`config.mk`:
```
export PLATFORM = sky130hd
export DESIGN_NAME = ccir_regs
export DESIGN_NICKNAME = d
export VERILOG_FILES = /design/src/hw/ccir_pkg.sv /design/src/hw/ccir_flag_if.sv /design/src/hw/ccir_flag_bank.sv /design/src/hw/ccir_regs.sv
export SDC_FILE = /design/constraint.sdc
export NUM_CORES = 1
export LEC_CHECK = 0
export BUFFER_PORTS_ARGS = -buffer_cell sky130_fd_sc_hd__buf_4
export CAP_MARGIN = 20
export CORE_AREA = 2 2 128 80
export CTS_CLUSTER_DIAMETER = 150
export DETAILED_ROUTE_END_ITERATION = 6
export DIE_AREA = 0 0 130 82
export PLACE_DENSITY = 0.74
export SLEW_MARGIN = 25
export SYNTH_ARGS = -nofsm -noshare
export SYNTH_HDL_FRONTEND = slang
export SYNTH_HIERARCHICAL = 1
export SYNTH_SLANG_ARGS = --single-unit
```
`constraint.sdc`:
```
create_clock -name clk_sys -period 2.6 [get_ports clk_sys]
set_input_delay 0.52 -clock clk_sys [delete_from_list [all_inputs] [get_ports clk_sys]]
set_output_delay 0.52 -clock clk_sys [all_outputs]
set_load 0.01 [all_outputs]
```
`src/hw/ccir_pkg.sv`:
```
package ccir_pkg;
  localparam logic [7:0] CCIR_OFS_CHARGER_CONTROL_TWO = 8'h02;
  localparam logic [7:0] CCIR_OFS_STAT = 8'h03;
  localparam logic [7:0] CCIR_OFS_CH1 = 8'h04;
  localparam logic [7:0] CCIR_OFS_CH2 = 8'h05;
  localparam logic [7:0] CCIR_OFS_BST = 8'h06;
  localparam logic [7:0] CCIR_OFS_SNS = 8'h07;
  localparam logic [7:0] CCIR_CHARGER_CONTROL_TWO_RST = 8'h16;
  localparam int CCIR_BIT_WDOG_OFF = 7;
  localparam int CCIR_BIT_CHG_TMR_OFF = 6;
  localparam int CCIR_BIT_POWER_PATH_ON = 5;
  localparam int CCIR_BIT_XCVR = 4;
  localparam int CCIR_BIT_FACTORY = 3;
  localparam int CCIR_BIT_LIM_PINS = 2;
  localparam int CCIR_BIT_LIM_ON = 1;
  localparam int CCIR_BIT_AUTO_CUR = 0;
  localparam int CCIR_WDOG_S = 32;
  localparam int CCIR_USB_S = 2048;
  localparam int CCIR_CHG_S = 3600;
endpackage : ccir_pkg

```
`src/hw/ccir_flag_if.sv`:
```
`timescale 1ns/1ps
`default_nettype none
interface ccir_flag_if #(parameter int W = 8);
  logic [W-1:0] cond;
  logic [W-1:0] single_mask;
  logic rd;
  logic clr;
  logic [W-1:0] flags;
  modport bank (input cond, single_mask, rd, clr, output flags);
  modport user (output cond, single_mask, rd, clr, input flags);
endinterface : ccir_flag_if
`default_nettype wire

```
`src/hw/ccir_flag_bank.sv`:
```
`timescale 1ns/1ps
`default_nettype none
module ccir_flag_bank
  import ccir_pkg::*;
#(
  parameter int W = 8
) (
  // Clock and reset
  input wire logic clk_sys,
  input wire logic rst,
  // Flag group
  ccir_flag_if.bank fi
);
  logic [W-1:0] flags_q;

  genvar i;
  generate
    for (i = 0; i < W; i++) begin : g_flag
      // Set wins over clear; every flag stays while its condition holds (single_mask is not used)
      always_ff @(posedge clk_sys) begin
        if (rst || fi.clr) begin
          flags_q[i] <= fi.cond[i] && !rst;
        end else if (fi.cond[i]) begin
          flags_q[i] <= 1'b1;
        end else if (fi.rd) begin
          flags_q[i] <= 1'b0;
        end
      end
    end
  endgenerate

  assign fi.flags = flags_q;
endmodule : ccir_flag_bank
`default_nettype wire

```
`src/hw/ccir_regs.sv`:
```
`timescale 1ns/1ps
`default_nettype none
module ccir_regs
  import ccir_pkg::*;
(
  // Clock and reset
  input wire logic clk_sys,
  input wire logic rst,
  // Register port
  input wire logic [7:0] reg_addr,
  input wire logic reg_wr,
  input wire logic [7:0] reg_wdata,
  input wire logic reg_rd,
  output logic [7:0] reg_rdata,
  // Comparator inputs (analogue, asynchronous)
  input wire logic [5:0] die_temp_in,
  input wire logic input_lockout_in,
  input wire logic extended_range_in,
  input wire logic usb_over_in,
  input wire logic usb_under_in,
  input wire logic input_detect_in,
  input wire logic detect_margin_in,
  input wire logic boost_uv_in,
  input wire logic battery_removed_in,
  input wire logic battery_over_in,
  input wire logic [3:0] battery_temp_in,
  input wire logic [2:0] boost_fault_in,
  // Timer expiry and timer reset events (same clock)
  input wire logic watchdog_expired,
  input wire logic usb_timer_expired,
  input wire logic charge_timer_expired,
  input wire logic timer_reset,
  // Control outputs
  output logic watchdog_off,
  output logic charge_timer_off,
  output logic power_path_on,
  output logic xcvr_supply_on,
  output logic factory_mode_on,
  output logic limit_from_pins,
  output logic input_limit_on,
  output logic auto_current_on
);
  localparam int NS = 20;

  logic [7:0] charger_control_two_q;
  logic [NS-1:0] s1_q, s2_q, s3_q, live_q;
  logic [NS-1:0] raw;
  logic [7:0] rdata_q;
  logic rd_stat, rd_ch1, rd_ch2, rd_bst;

  // Raw asynchronous comparator bundle
  assign raw = {boost_fault_in, battery_temp_in, battery_over_in, battery_removed_in,
                boost_uv_in, detect_margin_in, input_detect_in, usb_under_in,
                usb_over_in, extended_range_in, input_lockout_in, die_temp_in[3:0]};

  // Three stages; live value moves only when stages two and three agree
  always_ff @(posedge clk_sys) begin
    if (rst) begin
      s1_q <= '0;
      s2_q <= '0;
      s3_q <= '0;
    end else begin
      s1_q <= raw;
      s2_q <= s1_q;
      s3_q <= s2_q;
    end
  end

  always_ff @(posedge clk_sys) begin
    if (rst) begin
      live_q <= '0;
    end else begin
      live_q <= (s2_q & s3_q) | (live_q & (s2_q | s3_q));
    end
  end

  // Control register
  always_ff @(posedge clk_sys) begin
    if (rst) begin
      charger_control_two_q <= CCIR_CHARGER_CONTROL_TWO_RST;
    end else if (reg_wr && reg_addr == CCIR_OFS_CHARGER_CONTROL_TWO) begin
      charger_control_two_q <= reg_wdata;
    end
  end

  assign watchdog_off = charger_control_two_q[CCIR_BIT_WDOG_OFF];
  assign charge_timer_off = charger_control_two_q[CCIR_BIT_CHG_TMR_OFF];
  assign power_path_on = charger_control_two_q[CCIR_BIT_POWER_PATH_ON];
  assign xcvr_supply_on = charger_control_two_q[CCIR_BIT_XCVR];
  assign factory_mode_on = charger_control_two_q[CCIR_BIT_FACTORY];
  assign limit_from_pins = charger_control_two_q[CCIR_BIT_LIM_PINS];
  assign input_limit_on = charger_control_two_q[CCIR_BIT_LIM_ON];
  assign auto_current_on = charger_control_two_q[CCIR_BIT_AUTO_CUR];

  assign rd_stat = reg_rd && reg_addr == CCIR_OFS_STAT;
  assign rd_ch1 = reg_rd && reg_addr == CCIR_OFS_CH1;
  assign rd_ch2 = reg_rd && reg_addr == CCIR_OFS_CH2;
  assign rd_bst = reg_rd && reg_addr == CCIR_OFS_BST;

  // Status flags: bits 5..0
  ccir_flag_if #(.W(6)) stat_if ();
  logic usb_range;
  assign usb_range = !live_q[6] && !live_q[7];
  assign stat_if.cond = {live_q[3:0], live_q[5], usb_range};
  assign stat_if.single_mask = '0;
  assign stat_if.rd = rd_stat;
  assign stat_if.clr = 1'b0;
  ccir_flag_bank #(.W(6)) u_stat (.clk_sys(clk_sys), .rst(rst), .fi(stat_if));

  // First charger flags: bits 4..1
  ccir_flag_if #(.W(4)) ch1_if ();
  logic chg_detect;
  assign chg_detect = live_q[9] && !live_q[8];
  assign ch1_if.cond = {chg_detect, live_q[4], live_q[11], live_q[12]};
  assign ch1_if.single_mask = '0;
  assign ch1_if.rd = rd_ch1;
  assign ch1_if.clr = 1'b0;
  ccir_flag_bank #(.W(4)) u_ch1 (.clk_sys(clk_sys), .rst(rst), .fi(ch1_if));

  // Second charger flags, battery temperature: bits 7..4
  ccir_flag_if #(.W(4)) ch2_if ();
  assign ch2_if.cond = live_q[16:13];
  assign ch2_if.single_mask = '0;
  assign ch2_if.rd = rd_ch2;
  assign ch2_if.clr = 1'b0;
  ccir_flag_bank #(.W(4)) u_ch2 (.clk_sys(clk_sys), .rst(rst), .fi(ch2_if));

  // Timer expiry flags clear on a read of the second charger register or on timer_reset
  logic [2:0] tmr_q;
  always_ff @(posedge clk_sys) begin
    if (rst) begin
      tmr_q <= '0;
    end else begin
      tmr_q[2] <= watchdog_expired || (tmr_q[2] && !rd_ch2 && !timer_reset);
      tmr_q[1] <= usb_timer_expired || (tmr_q[1] && !rd_ch2 && !timer_reset);
      tmr_q[0] <= charge_timer_expired || (tmr_q[0] && !rd_ch2 && !timer_reset);
    end
  end

  // Boost flags: bits 2..0
  ccir_flag_if #(.W(3)) bst_if ();
  assign bst_if.cond = live_q[19:17];
  assign bst_if.single_mask = '0;
  assign bst_if.rd = rd_bst;
  assign bst_if.clr = 1'b0;
  ccir_flag_bank #(.W(3)) u_bst (.clk_sys(clk_sys), .rst(rst), .fi(bst_if));

  logic summary_from_first, summary_from_second;
  assign summary_from_first = |ch1_if.flags;
  assign summary_from_second = |{ch2_if.flags, tmr_q};

  // Registered read data, one cycle after the read strobe
  always_ff @(posedge clk_sys) begin
    if (rst) begin
      rdata_q <= 8'h00;
    end else if (reg_rd) begin
      case (reg_addr)
        CCIR_OFS_CHARGER_CONTROL_TWO: rdata_q <= charger_control_two_q;
        CCIR_OFS_STAT: rdata_q <= {2'b00, stat_if.flags};
        CCIR_OFS_CH1: rdata_q <= {3'b000, ch1_if.flags, summary_from_second};
        CCIR_OFS_CH2: rdata_q <= {ch2_if.flags, tmr_q, summary_from_first};
        CCIR_OFS_BST: rdata_q <= {5'b00000, bst_if.flags};
        CCIR_OFS_SNS: rdata_q <= {live_q[4], live_q[5], live_q[6], live_q[7],
                                  live_q[8], live_q[9], live_q[10], 1'b0};
        default: rdata_q <= 8'h00;
      endcase
    end
  end

  assign reg_rdata = rdata_q;
endmodule : ccir_regs
`default_nettype wire

```
* Yosys cells after proc, flatten, opt, wreduce, memory -nomap -nowiden
Cells that the tools add are included.
** Word-level totals
- Register bits after elaboration :: 116
- Bits in latches :: 0
- Bits of input ports :: 46
- Logic and storage cells :: 131
- Bits in read-only memories :: 0
- Memories :: 0
- Memory bits (writable) :: 0
** Cells by class
- $add $sub $neg :: 0
- Bitwise gates (word level) :: 4
- Magnitude comparators :: 0
- Multiply operators :: 0
- Equality and inequality tests :: 6
- Divide/modulo/power cells :: 0
- Muxes and demuxes :: 39
- Shifts and indexed selects :: 0
- Reduce and logical (&&, ||, !) cells :: 58
** Operators by type and width (count)
- $reduce_bool 3->1 :: 17
- $pmux 8 s6 :: 1
- $and 20x20->20 :: 2
- $or 20x20->20 :: 2
- $mux 1 :: 38
- $eq 8x3->1 const B :: 4
- $logic_and 1x1->1 :: 30
- $eq 8x2->1 const B :: 2
- $reduce_or 7->1 :: 1
- $logic_not 1->1 :: 6
- $reduce_or 4->1 :: 1
- $logic_or 1x1->1 :: 3

* Logic depth before layout (Yosys ltp)
Gate-level depths: netlist of the first run.
- Word-level depth :: 6
- Depth in mapped cells :: 6
- Mapped depth without buffers :: 4

* By module
The synthesis of the first run kept the hierarchy.
** By module, submodules not included
- ccir_regs :: seq. area each 1981.9 µm², cells an instance 330, area each 3375.7 µm², times used 1
- ccir_flag_bank at u_ch1 ... :: seq. area each 120.1 µm², cells an instance 12, area each 185.2 µm², times used 2
- ccir_flag_bank at u_stat :: seq. area each 180.2 µm², cells an instance 19, area each 292.8 µm², times used 1
- ccir_flag_bank at u_bst :: seq. area each 90.1 µm², cells an instance 9, area each 138.9 µm², times used 1

* Worst setup path before layout of the first run
No wires, ideal clock.
- Path type :: input -> register
- Start point :: in reg_addr[5]
- End point :: reg u_stat.flags_q[4], in the netlist u_stat/fi.flags[4], enable pin
- Setup slack :: 0.598 ns
- Data arrival time :: 1.712 ns
- Stages :: 4
- Library setup time :: 0.290 ns
- Cells stage by stage :: nor4_4 nand2_1 nor4b_1 or4_4
** On the way
- Longest elaborated chain between the ends :: 3
** RTL lines
- from (decl) :: line ccir_regs.sv:10 : input wire logic [7:0] reg_addr,
- $eq 8x2->1 :: line ccir_regs.sv:95 : assign rd_stat = reg_rd && reg_addr == CCIR_OFS_STAT;
- $logic_and 1x1->1 :: line ccir_regs.sv:95
- via rd_stat :: line ccir_regs.sv:49 : logic rd_stat, rd_ch1, rd_ch2, rd_bst;
- $reduce_bool 3->1 (no line)
- to (signal, indexed assignment) :: line ccir_flag_bank.sv:22 : flags_q[i] <= fi.cond[i] && !rst;
- to (decl) :: line ccir_flag_bank.sv:14 : logic [W-1:0] flags_q;
The timed path passes the listed nets, and every way through them passes these cells.
A chain may end at the register's enable or synchronous reset.

* Worst setup path after layout of the first run
- Start point :: in reg_addr[5]
- End point :: reg u_bst.flags_q[2], in the netlist u_bst/fi.flags[2], enable pin
** On the way
- Longest elaborated chain between the ends :: 3
** RTL lines
- $eq 8x3->1 :: line ccir_regs.sv:98 : assign rd_bst = reg_rd && reg_addr == CCIR_OFS_BST;
- $logic_and 1x1->1 :: line ccir_regs.sv:98
- via bst_if.rd :: line ccir_flag_if.sv:6 : logic rd;
- $reduce_bool 3->1 (no line)
- to (signal, indexed assignment) :: line ccir_flag_bank.sv:22
- to (decl) :: line ccir_flag_bank.sv:14
The timed path passes the listed nets, and every way through them passes these cells.

==> metrics.csv, run 1 <==
metric,value,unit
crit path max fanout,6,
Die Ht,82,um
Pins Over Slew Limit,0,
Syn Inst Count,382,
R2R setup slack,1.25,ns
Synth Register Bits,116,
I/O pin count,62,
core area,9560,sq um
synthesis-to-layout area growth,28.3,%
Wirelength per Cell,12.7,um
clock skew,0.00856,ns
# DRC,0,
CTS buffer count,17,
Setup crit start kind,input pin,
clock sink count,116,
Die W,130,um
VDD IR-drop max,526,uV
post_cts resized,0,
vias after detailed routing,2851,
max_slew headroom,0.469,
R2R cell count,4,
Critical path buffers and inverters,1,
final std cells w/o fill,613,
vias in the first global route,2584,
Fin. Hold Viols,0,
yosys warns,6,
total gr overflow,0,
"Avg Cell Area, Syn",10.9,sq um
row cnt,28,
H-tree Lvls,4,
Hold Buf Count CTS,0,
largest net degree at the start of global routing,92,
hold path depth,2,
Synth top cells by count,"dfxtp_1 (99), nor2b_1 (61), nand2_1 (33)",
layout cell share with drive strength beyond 1,0.251,
area of the multi-input gates,1650,sq um
fmax,519,MHz
Synth Flop Type,dfxtp_1,
"EDFF count, synth",17,
initial antenna violation count,0,
WP data arrival,2.04,ns
final cycle utilization of the critical path,0.741,
RSZ-0062 raised after global routing,false,
vias per cell,4.65,
CTS tree,built,
top cell type by total area after synthesis,dfxtp_1,
root buf cell,clkbuf_16,
initial cell density of the core,0.437,
Tmin final,1.93,ns
"Distinct cells, synth",40,
FILL cells,828,
hold path start,battery_temp_in[0],
"delay-heaviest family, CP",simple AND/OR/NAND/NOR gates,
ranking of synthesized cells by area,"dfxtp_1 (47%), edfxtp_1 (12%), nor2b_1 (9.1%)",
DR pass1 iterations,4,
critical path type,in2reg,
CP peak stage delay,0.52,ns
status,finished clean,
Nets,511,
max cap viols,0,
"Power, Total",0.00423,W
P per Cell Area,790,nW/um^2
synthesized area,4180,sq um
DRT iter0 DRCs,165,
RR Endpoint,reg_rdata[2],
dpl cells,581,
slowest library cell on the worst path,nor4_1,
Setup TNS Final,0,ns
"Seq/Total Area, Yosys",0.597,
Post CTS Setup Buffer Count,0,
die area,10700,sq um
Detailed Place HPWL,5460,um
PortBufs,59,
first-pass GRT wire length,12100,um
Hold/Removal Path Class,in2reg,
global-route usage over all layers,0.155,
Sequential cell area,2490,sq um
CTS Buffer Depth,2,
Clock transition at path regs,0.05,ns
Worst-Margin Slew,0.797,ns
Antenna Violating Nets Remaining,0,
gpl congestion,0.817,
Synth async-reset ratio,0,
Worst Path Required,2.71,ns
LEAKAGE,2.20,nW
crit end category,register,
area share of the largest cell type after synthesis,0.474,
most numerous cell in the Yosys netlist,dfxtp_1,
worst hold path endpoint,s1_q[13],
Critical R2R Launch,u_stat/fi.flags[2],
Antenna Cells,0,
crit-path cells,"buf_4, nor4_4, nand2_1, nor4_1, or4_1",
total routed wirelength,7810,um
Skew-Pair Late Insertion Delay,0.40,ns
"Setup violations, final",0,
-- where the power goes --
group | total [W] | switching, W | internal [W]
Combinational | 0.000178 | 0.0000824 | 0.0000957
Clock | 0.00216 | 0.000724 | 0.00143
Sequential | 0.00190 | 0.0000219 | 0.00188
Total | 0.00423 | 0.000828 | 0.00341
-- through the flow --
| stage | hold slack (ns) | area [sq um] | worst slack (ns) | util |
|---|---|---|---|---|
| after floorplan | 0.414 | 4240 | 0.598 | - |
| after global placement | 0.420 | 4800 | 0.419 | 0.502 |
| after detailed placement | 0.423 | 4800 | 0.258 | 0.502 |
| after CTS | 0.306 | 5360 | 0.691 | 0.561 |
| after global routing | 0.314 | 5360 | 0.570 | 0.561 |
| final | 0.328 | 5360 | 0.672 | 0.561 |
-- worst max path at each step --
| stage | startpoint | endpoint | slack [ns] | depth (start not counted) |
|---|---|---|---|---|
| global placement | reg_addr[5] | u_stat/fi.flags[4] | 0.42 | 6 |
| CTS | reg_addr[5] | u_bst/fi.flags[2] | 0.69 | 5 |
| detailed placement | reg_addr[5] | u_bst/fi.flags[2] | 0.26 | 5 |
| global route | reg_addr[5] | u_bst/fi.flags[2] | 0.57 | 5 |
| floorplan | reg_addr[5] | u_stat/fi.flags[4] | 0.60 | 4 |
| finish | reg_addr[5] | u_bst/fi.flags[2] | 0.67 | 5 |
-- logic make-up after synthesis --
| logic type | after synthesis | share of synthesized area |
|---|---|---|
| compound gates | 69 | 0.0967 |
| simple gates | 161 | 0.239 |
| flops | 116 | 0.597 |
| buf+inv | 20 | 0.0237 |
| mux | 15 | 0.0434 |
| other cells | 1 | 0.000898 |
-- state kept, by name, indices dropped and copies added (netlist names) --
register / count
live_q: 20
u_ch2/fi.flags: 4
s3_q: 20
u_ch1/fi.flags: 4
tmr_q: 3
reg_rdata: 8
u_bst/fi.flags: 3
u_stat/fi.flags: 6
s2_q: 20
s1_q: 20
charger_control_two_q: 8
-- routing by layer --
layer  track usage  vias to the layer above  part of all wire
li1              -                     1486                 -
met1         0.191                     1294              0.48
met2         0.242                       62              0.45
met3        0.0697                        9             0.060
met4        0.0581                        0             0.011
met5             0                        -                 0
-- area by class of cell --
type / count / share of cell area
Clock buffer: 28 / 0.0964
Clock inverter: 4 / 0.00840
Inverter: 5 / 0.00350
Multi-Input combinational cell: 262 / 0.307
Sequential cell: 116 / 0.465
Tap cell: 135 / 0.0315
Timing Repair Buffer: 63 / 0.0882
-- cells in the final DEF, fill, tap and decap left out, types with 5 or more instances in the layout --
cell | netlist | final
nor2_1 | 13 | 13
o21ai_0 | 27 | 27
dfxtp_1 | 99 | 99
edfxtp_1 | 17 | 17
conb_1 | 1 | 17
and2b_2 | 17 | 17
clkbuf_16 | 0 | 17
clkbuf_8 | 0 | 5
buf_4 | 0 | 63
a22o_1 | 7 | 7
nor2b_1 | 61 | 61
or4_1 | 16 | 16
mux2_2 | 5 | 5
mux2i_1 | 8 | 8
nand2_1 | 33 | 33
clkbuf_1 | 10 | 6
a21oi_1 | 23 | 23
inv_1 | 5 | 5
No activity file was read; power rests on OpenSTA's default activity.
==> run 2, diff against run 1 <==
--- a/config.mk
+++ b/config.mk
@@ -5,12 +5,13 @@
 export SDC_FILE = /design/constraint.sdc
 export NUM_CORES = 1
 export LEC_CHECK = 0
+export ABC_AREA = 1
 export BUFFER_PORTS_ARGS = -buffer_cell sky130_fd_sc_hd__buf_4
 export CAP_MARGIN = 20
-export CORE_AREA = 2 2 128 80
+export CORE_AREA = 2 2 130 82
 export CTS_CLUSTER_DIAMETER = 150
 export DETAILED_ROUTE_END_ITERATION = 6
-export DIE_AREA = 0 0 130 82
+export DIE_AREA = 0 0 132 84
 export PLACE_DENSITY = 0.74
 export SLEW_MARGIN = 25
 export SYNTH_ARGS = -nofsm -noshare
==> constraint.sdc (replaced) <==
create_clock -name clk_sys -period 2 [get_ports clk_sys]
set_input_delay 0.4 -clock clk_sys [delete_from_list [all_inputs] [get_ports clk_sys]]
set_output_delay 0.4 -clock clk_sys [all_outputs]
set_load 0.01 [all_outputs]
==> metrics.csv, run 2 <==
metric,value,unit,change
Worst-Margin Slew,0.859,ns,+0.0616 ns
vias per cell,4.52,,-2.8%
Hold Buf Count CTS,0,,unchanged
largest net degree at the start of global routing,93,,+1.1%
total gr overflow,0,,unchanged
VDD IR-drop max,612,uV,+16%
die area,11100,sq um,+4.0%
Die Ht,84,um,+2.4%
P per Cell Area,1000,nW/um^2,+27%
vias after detailed routing,3475,,+22%
DRT iter0 DRCs,254,,+54%
synthesis-to-layout area growth,26.8,%,
CTS Buffer Depth,2,,unchanged
row cnt,29,,+3.6%
PortBufs,59,,unchanged
"Setup violations, final",0,,unchanged
global-route usage over all layers,0.170,,+0.0147
yosys warns,6,,unchanged
max_slew headroom,0.427,,-0.0417
Antenna Violating Nets Remaining,0,,unchanged
post_cts resized,0,,unchanged
Skew-Pair Late Insertion Delay,0.42,ns,+0.02 ns
Synth top cells by count,"nor2_1 (146), dfxtp_1 (99), inv_1 (87)",,
area share of the largest cell type after synthesis,0.457,,-0.0170
synthesized area,4330,sq um,+3.7%
I/O pin count,62,,unchanged
clock power share,0.509,,about the same
crit path max fanout,6,,unchanged
Combinational Power Share,0.043,,about the same
LEAKAGE,2.35,nW,+6.6%
vias in the first global route,3224,,+25%
top cell type by total area after synthesis,dfxtp_1,,
first-pass GRT wire length,14700,um,+21%
final cycle utilization of the critical path,0.686,,
Pins Over Slew Limit,0,,unchanged
# DRC,0,,unchanged
"Distinct cells, synth",24,,-40%
clock skew,0.0166,ns,+0.00804 ns
clock sink count,116,,unchanged
fmax,729,MHz,
initial cell density of the core,0.431,,-0.00572
root buf cell,clkbuf_16,,
Clock transition at path regs,0.06,ns,about the same
placed inst area,4930,sq um,+2.8%
Post CTS Setup Buffer Count,0,,unchanged
DR pass1 iterations,5,,+1
most numerous cell in the Yosys netlist,nor2_1,,
Die W,132,um,+1.5%
"Avg Cell Area, Syn",7.94,sq um,-27%
CTS tree,built,,
Synth Flop Type,dfxtp_1,,
WP data arrival,1.50,ns,-0.54 ns
"EDFF count, synth",17,,unchanged
Antenna Cells,0,,unchanged
gpl congestion,0.882,,+8.0%
Int Power,0.00431,W,+26%
critical path type,in2reg,,
initial antenna violation count,0,,unchanged
Wirelength per Cell,11.3,um,-11%
Sw Share,0.219,,+0.0231
Setup crit start kind,input pin,,
Syn Inst Count,546,,+43%
Hold/Removal Path Class,in2reg,,
ranking of synthesized cells by area,"dfxtp_1 (46%), nor2_1 (13%), edfxtp_1 (12%)",,
RSZ-0062 raised after global routing,false,,
layout cell share with drive strength beyond 1,0.184,,-0.0669
final hold slack,0.175,ns,-0.152 ns
part of the power in registers,0.448,,about the same
max cap viols,0,,unchanged
Detailed Place HPWL,5940,um,+8.8%
post-layout instance area,5490,sq um,+2.5%
"most common cell after layout, fill and taps aside",nor2_1,,
Fin. Hold Viols,0,,unchanged
status,finished clean,,
crit end category,register,,
Worst Path Required,2.13,ns,-0.58 ns
CTS buffer count,17,,unchanged
Nets,663,,+30%
P_sw,0.00121,W,+46%
total routed wirelength,8710,um,+12%
Setup TNS Final,0,ns,unchanged
Synth Register Bits,116,,unchanged
Synth async-reset ratio,0,,unchanged
Tmin final,1.37,ns,
H-tree Lvls,4,,unchanged
"Seq/Total Area, Yosys",0.575,,-0.0214
"commonest non-fill, non-tap cells in the layout","nor2_1 (146), dfxtp_1 (99), inv_1 (87)",,
core area,10100,sq um,+5.1%
==> run 2: worst max-delay path: stages <==
cell and delay [ns]:
buf_4 0.11, nor2_2 0.15, nand2_2 0.10, inv_2 0.09, nand2_1 0.09, nor3_1 0.22
buf_4 0.20, nor2_1 0.05, nand2_1 0.09
==> run 2: layout make-up <==
class	instances	area (sq um)
Fill cell	887	4560
Multi-Input combinational cell	324	1420
Clock buffer	19	454
Inverter	95	357
Sequential cell	116	2490
Tap cell	139	174
Clock inverter	13	108
Timing Repair Buffer	63	485
==> run 2: cell families after synthesis <==
family	share of synthesized area
other	0.000865
buffers and inverters	0.0988
and+or+nand+nor	0.250
DFF	0.575
AOI/OAI and AO/OA	0.0751
==> run 2: final timing paths <==
kind	startpoint	to	slack (ns)	cells after the start
hold / removal	battery_removed_in	s1_q[11]	0.18	3
hold reg to reg	s1_q[13]	s2_q[13]	0.40	2
setup reg to reg	u_ch1/fi.flags[3]	reg_rdata[0]	0.83	6
setup / recovery	reg_addr[4]	u_stat/fi.flags[4]	0.63	9
==> run 2: through the flow <==
step,util,setup WS [ns],total power (W),instances
finish,0.547,0.627,0.00551,769
floorplan,-,0.203,0.00264,549
global route,0.547,0.488,0.00571,769
detailed placement,0.491,0.243,0.00276,737
global placement,0.491,0.235,0.00275,737
CTS,0.547,0.632,0.00556,769
==> run 2: per-layer routing <==
| layer | part of all wire | wire, um | vias to the layer above | global-route usage |
|---|---|---|---|---|
| li1 | - | - | 1819 | - |
| met1 | 0.47 | 4120 | 1539 | 0.214 |
| met2 | 0.43 | 3740 | 109 | 0.257 |
| met3 | 0.087 | 762 | 8 | 0.0698 |
| met4 | 0.010 | 89 | 0 | 0.0761 |
| met5 | 0 | 0 | - | 0 |
==> run 2: power groups by stage <==
stage,clock network [W],logic [W],registers [W]
finish,0.00280,0.000239,0.00247
global route,0.00296,0.000272,0.00247
CTS,0.00285,0.000241,0.00247
detailed placement,0,0.000239,0.00252
global placement,0,0.000232,0.00251
floorplan,0,0.000134,0.00251
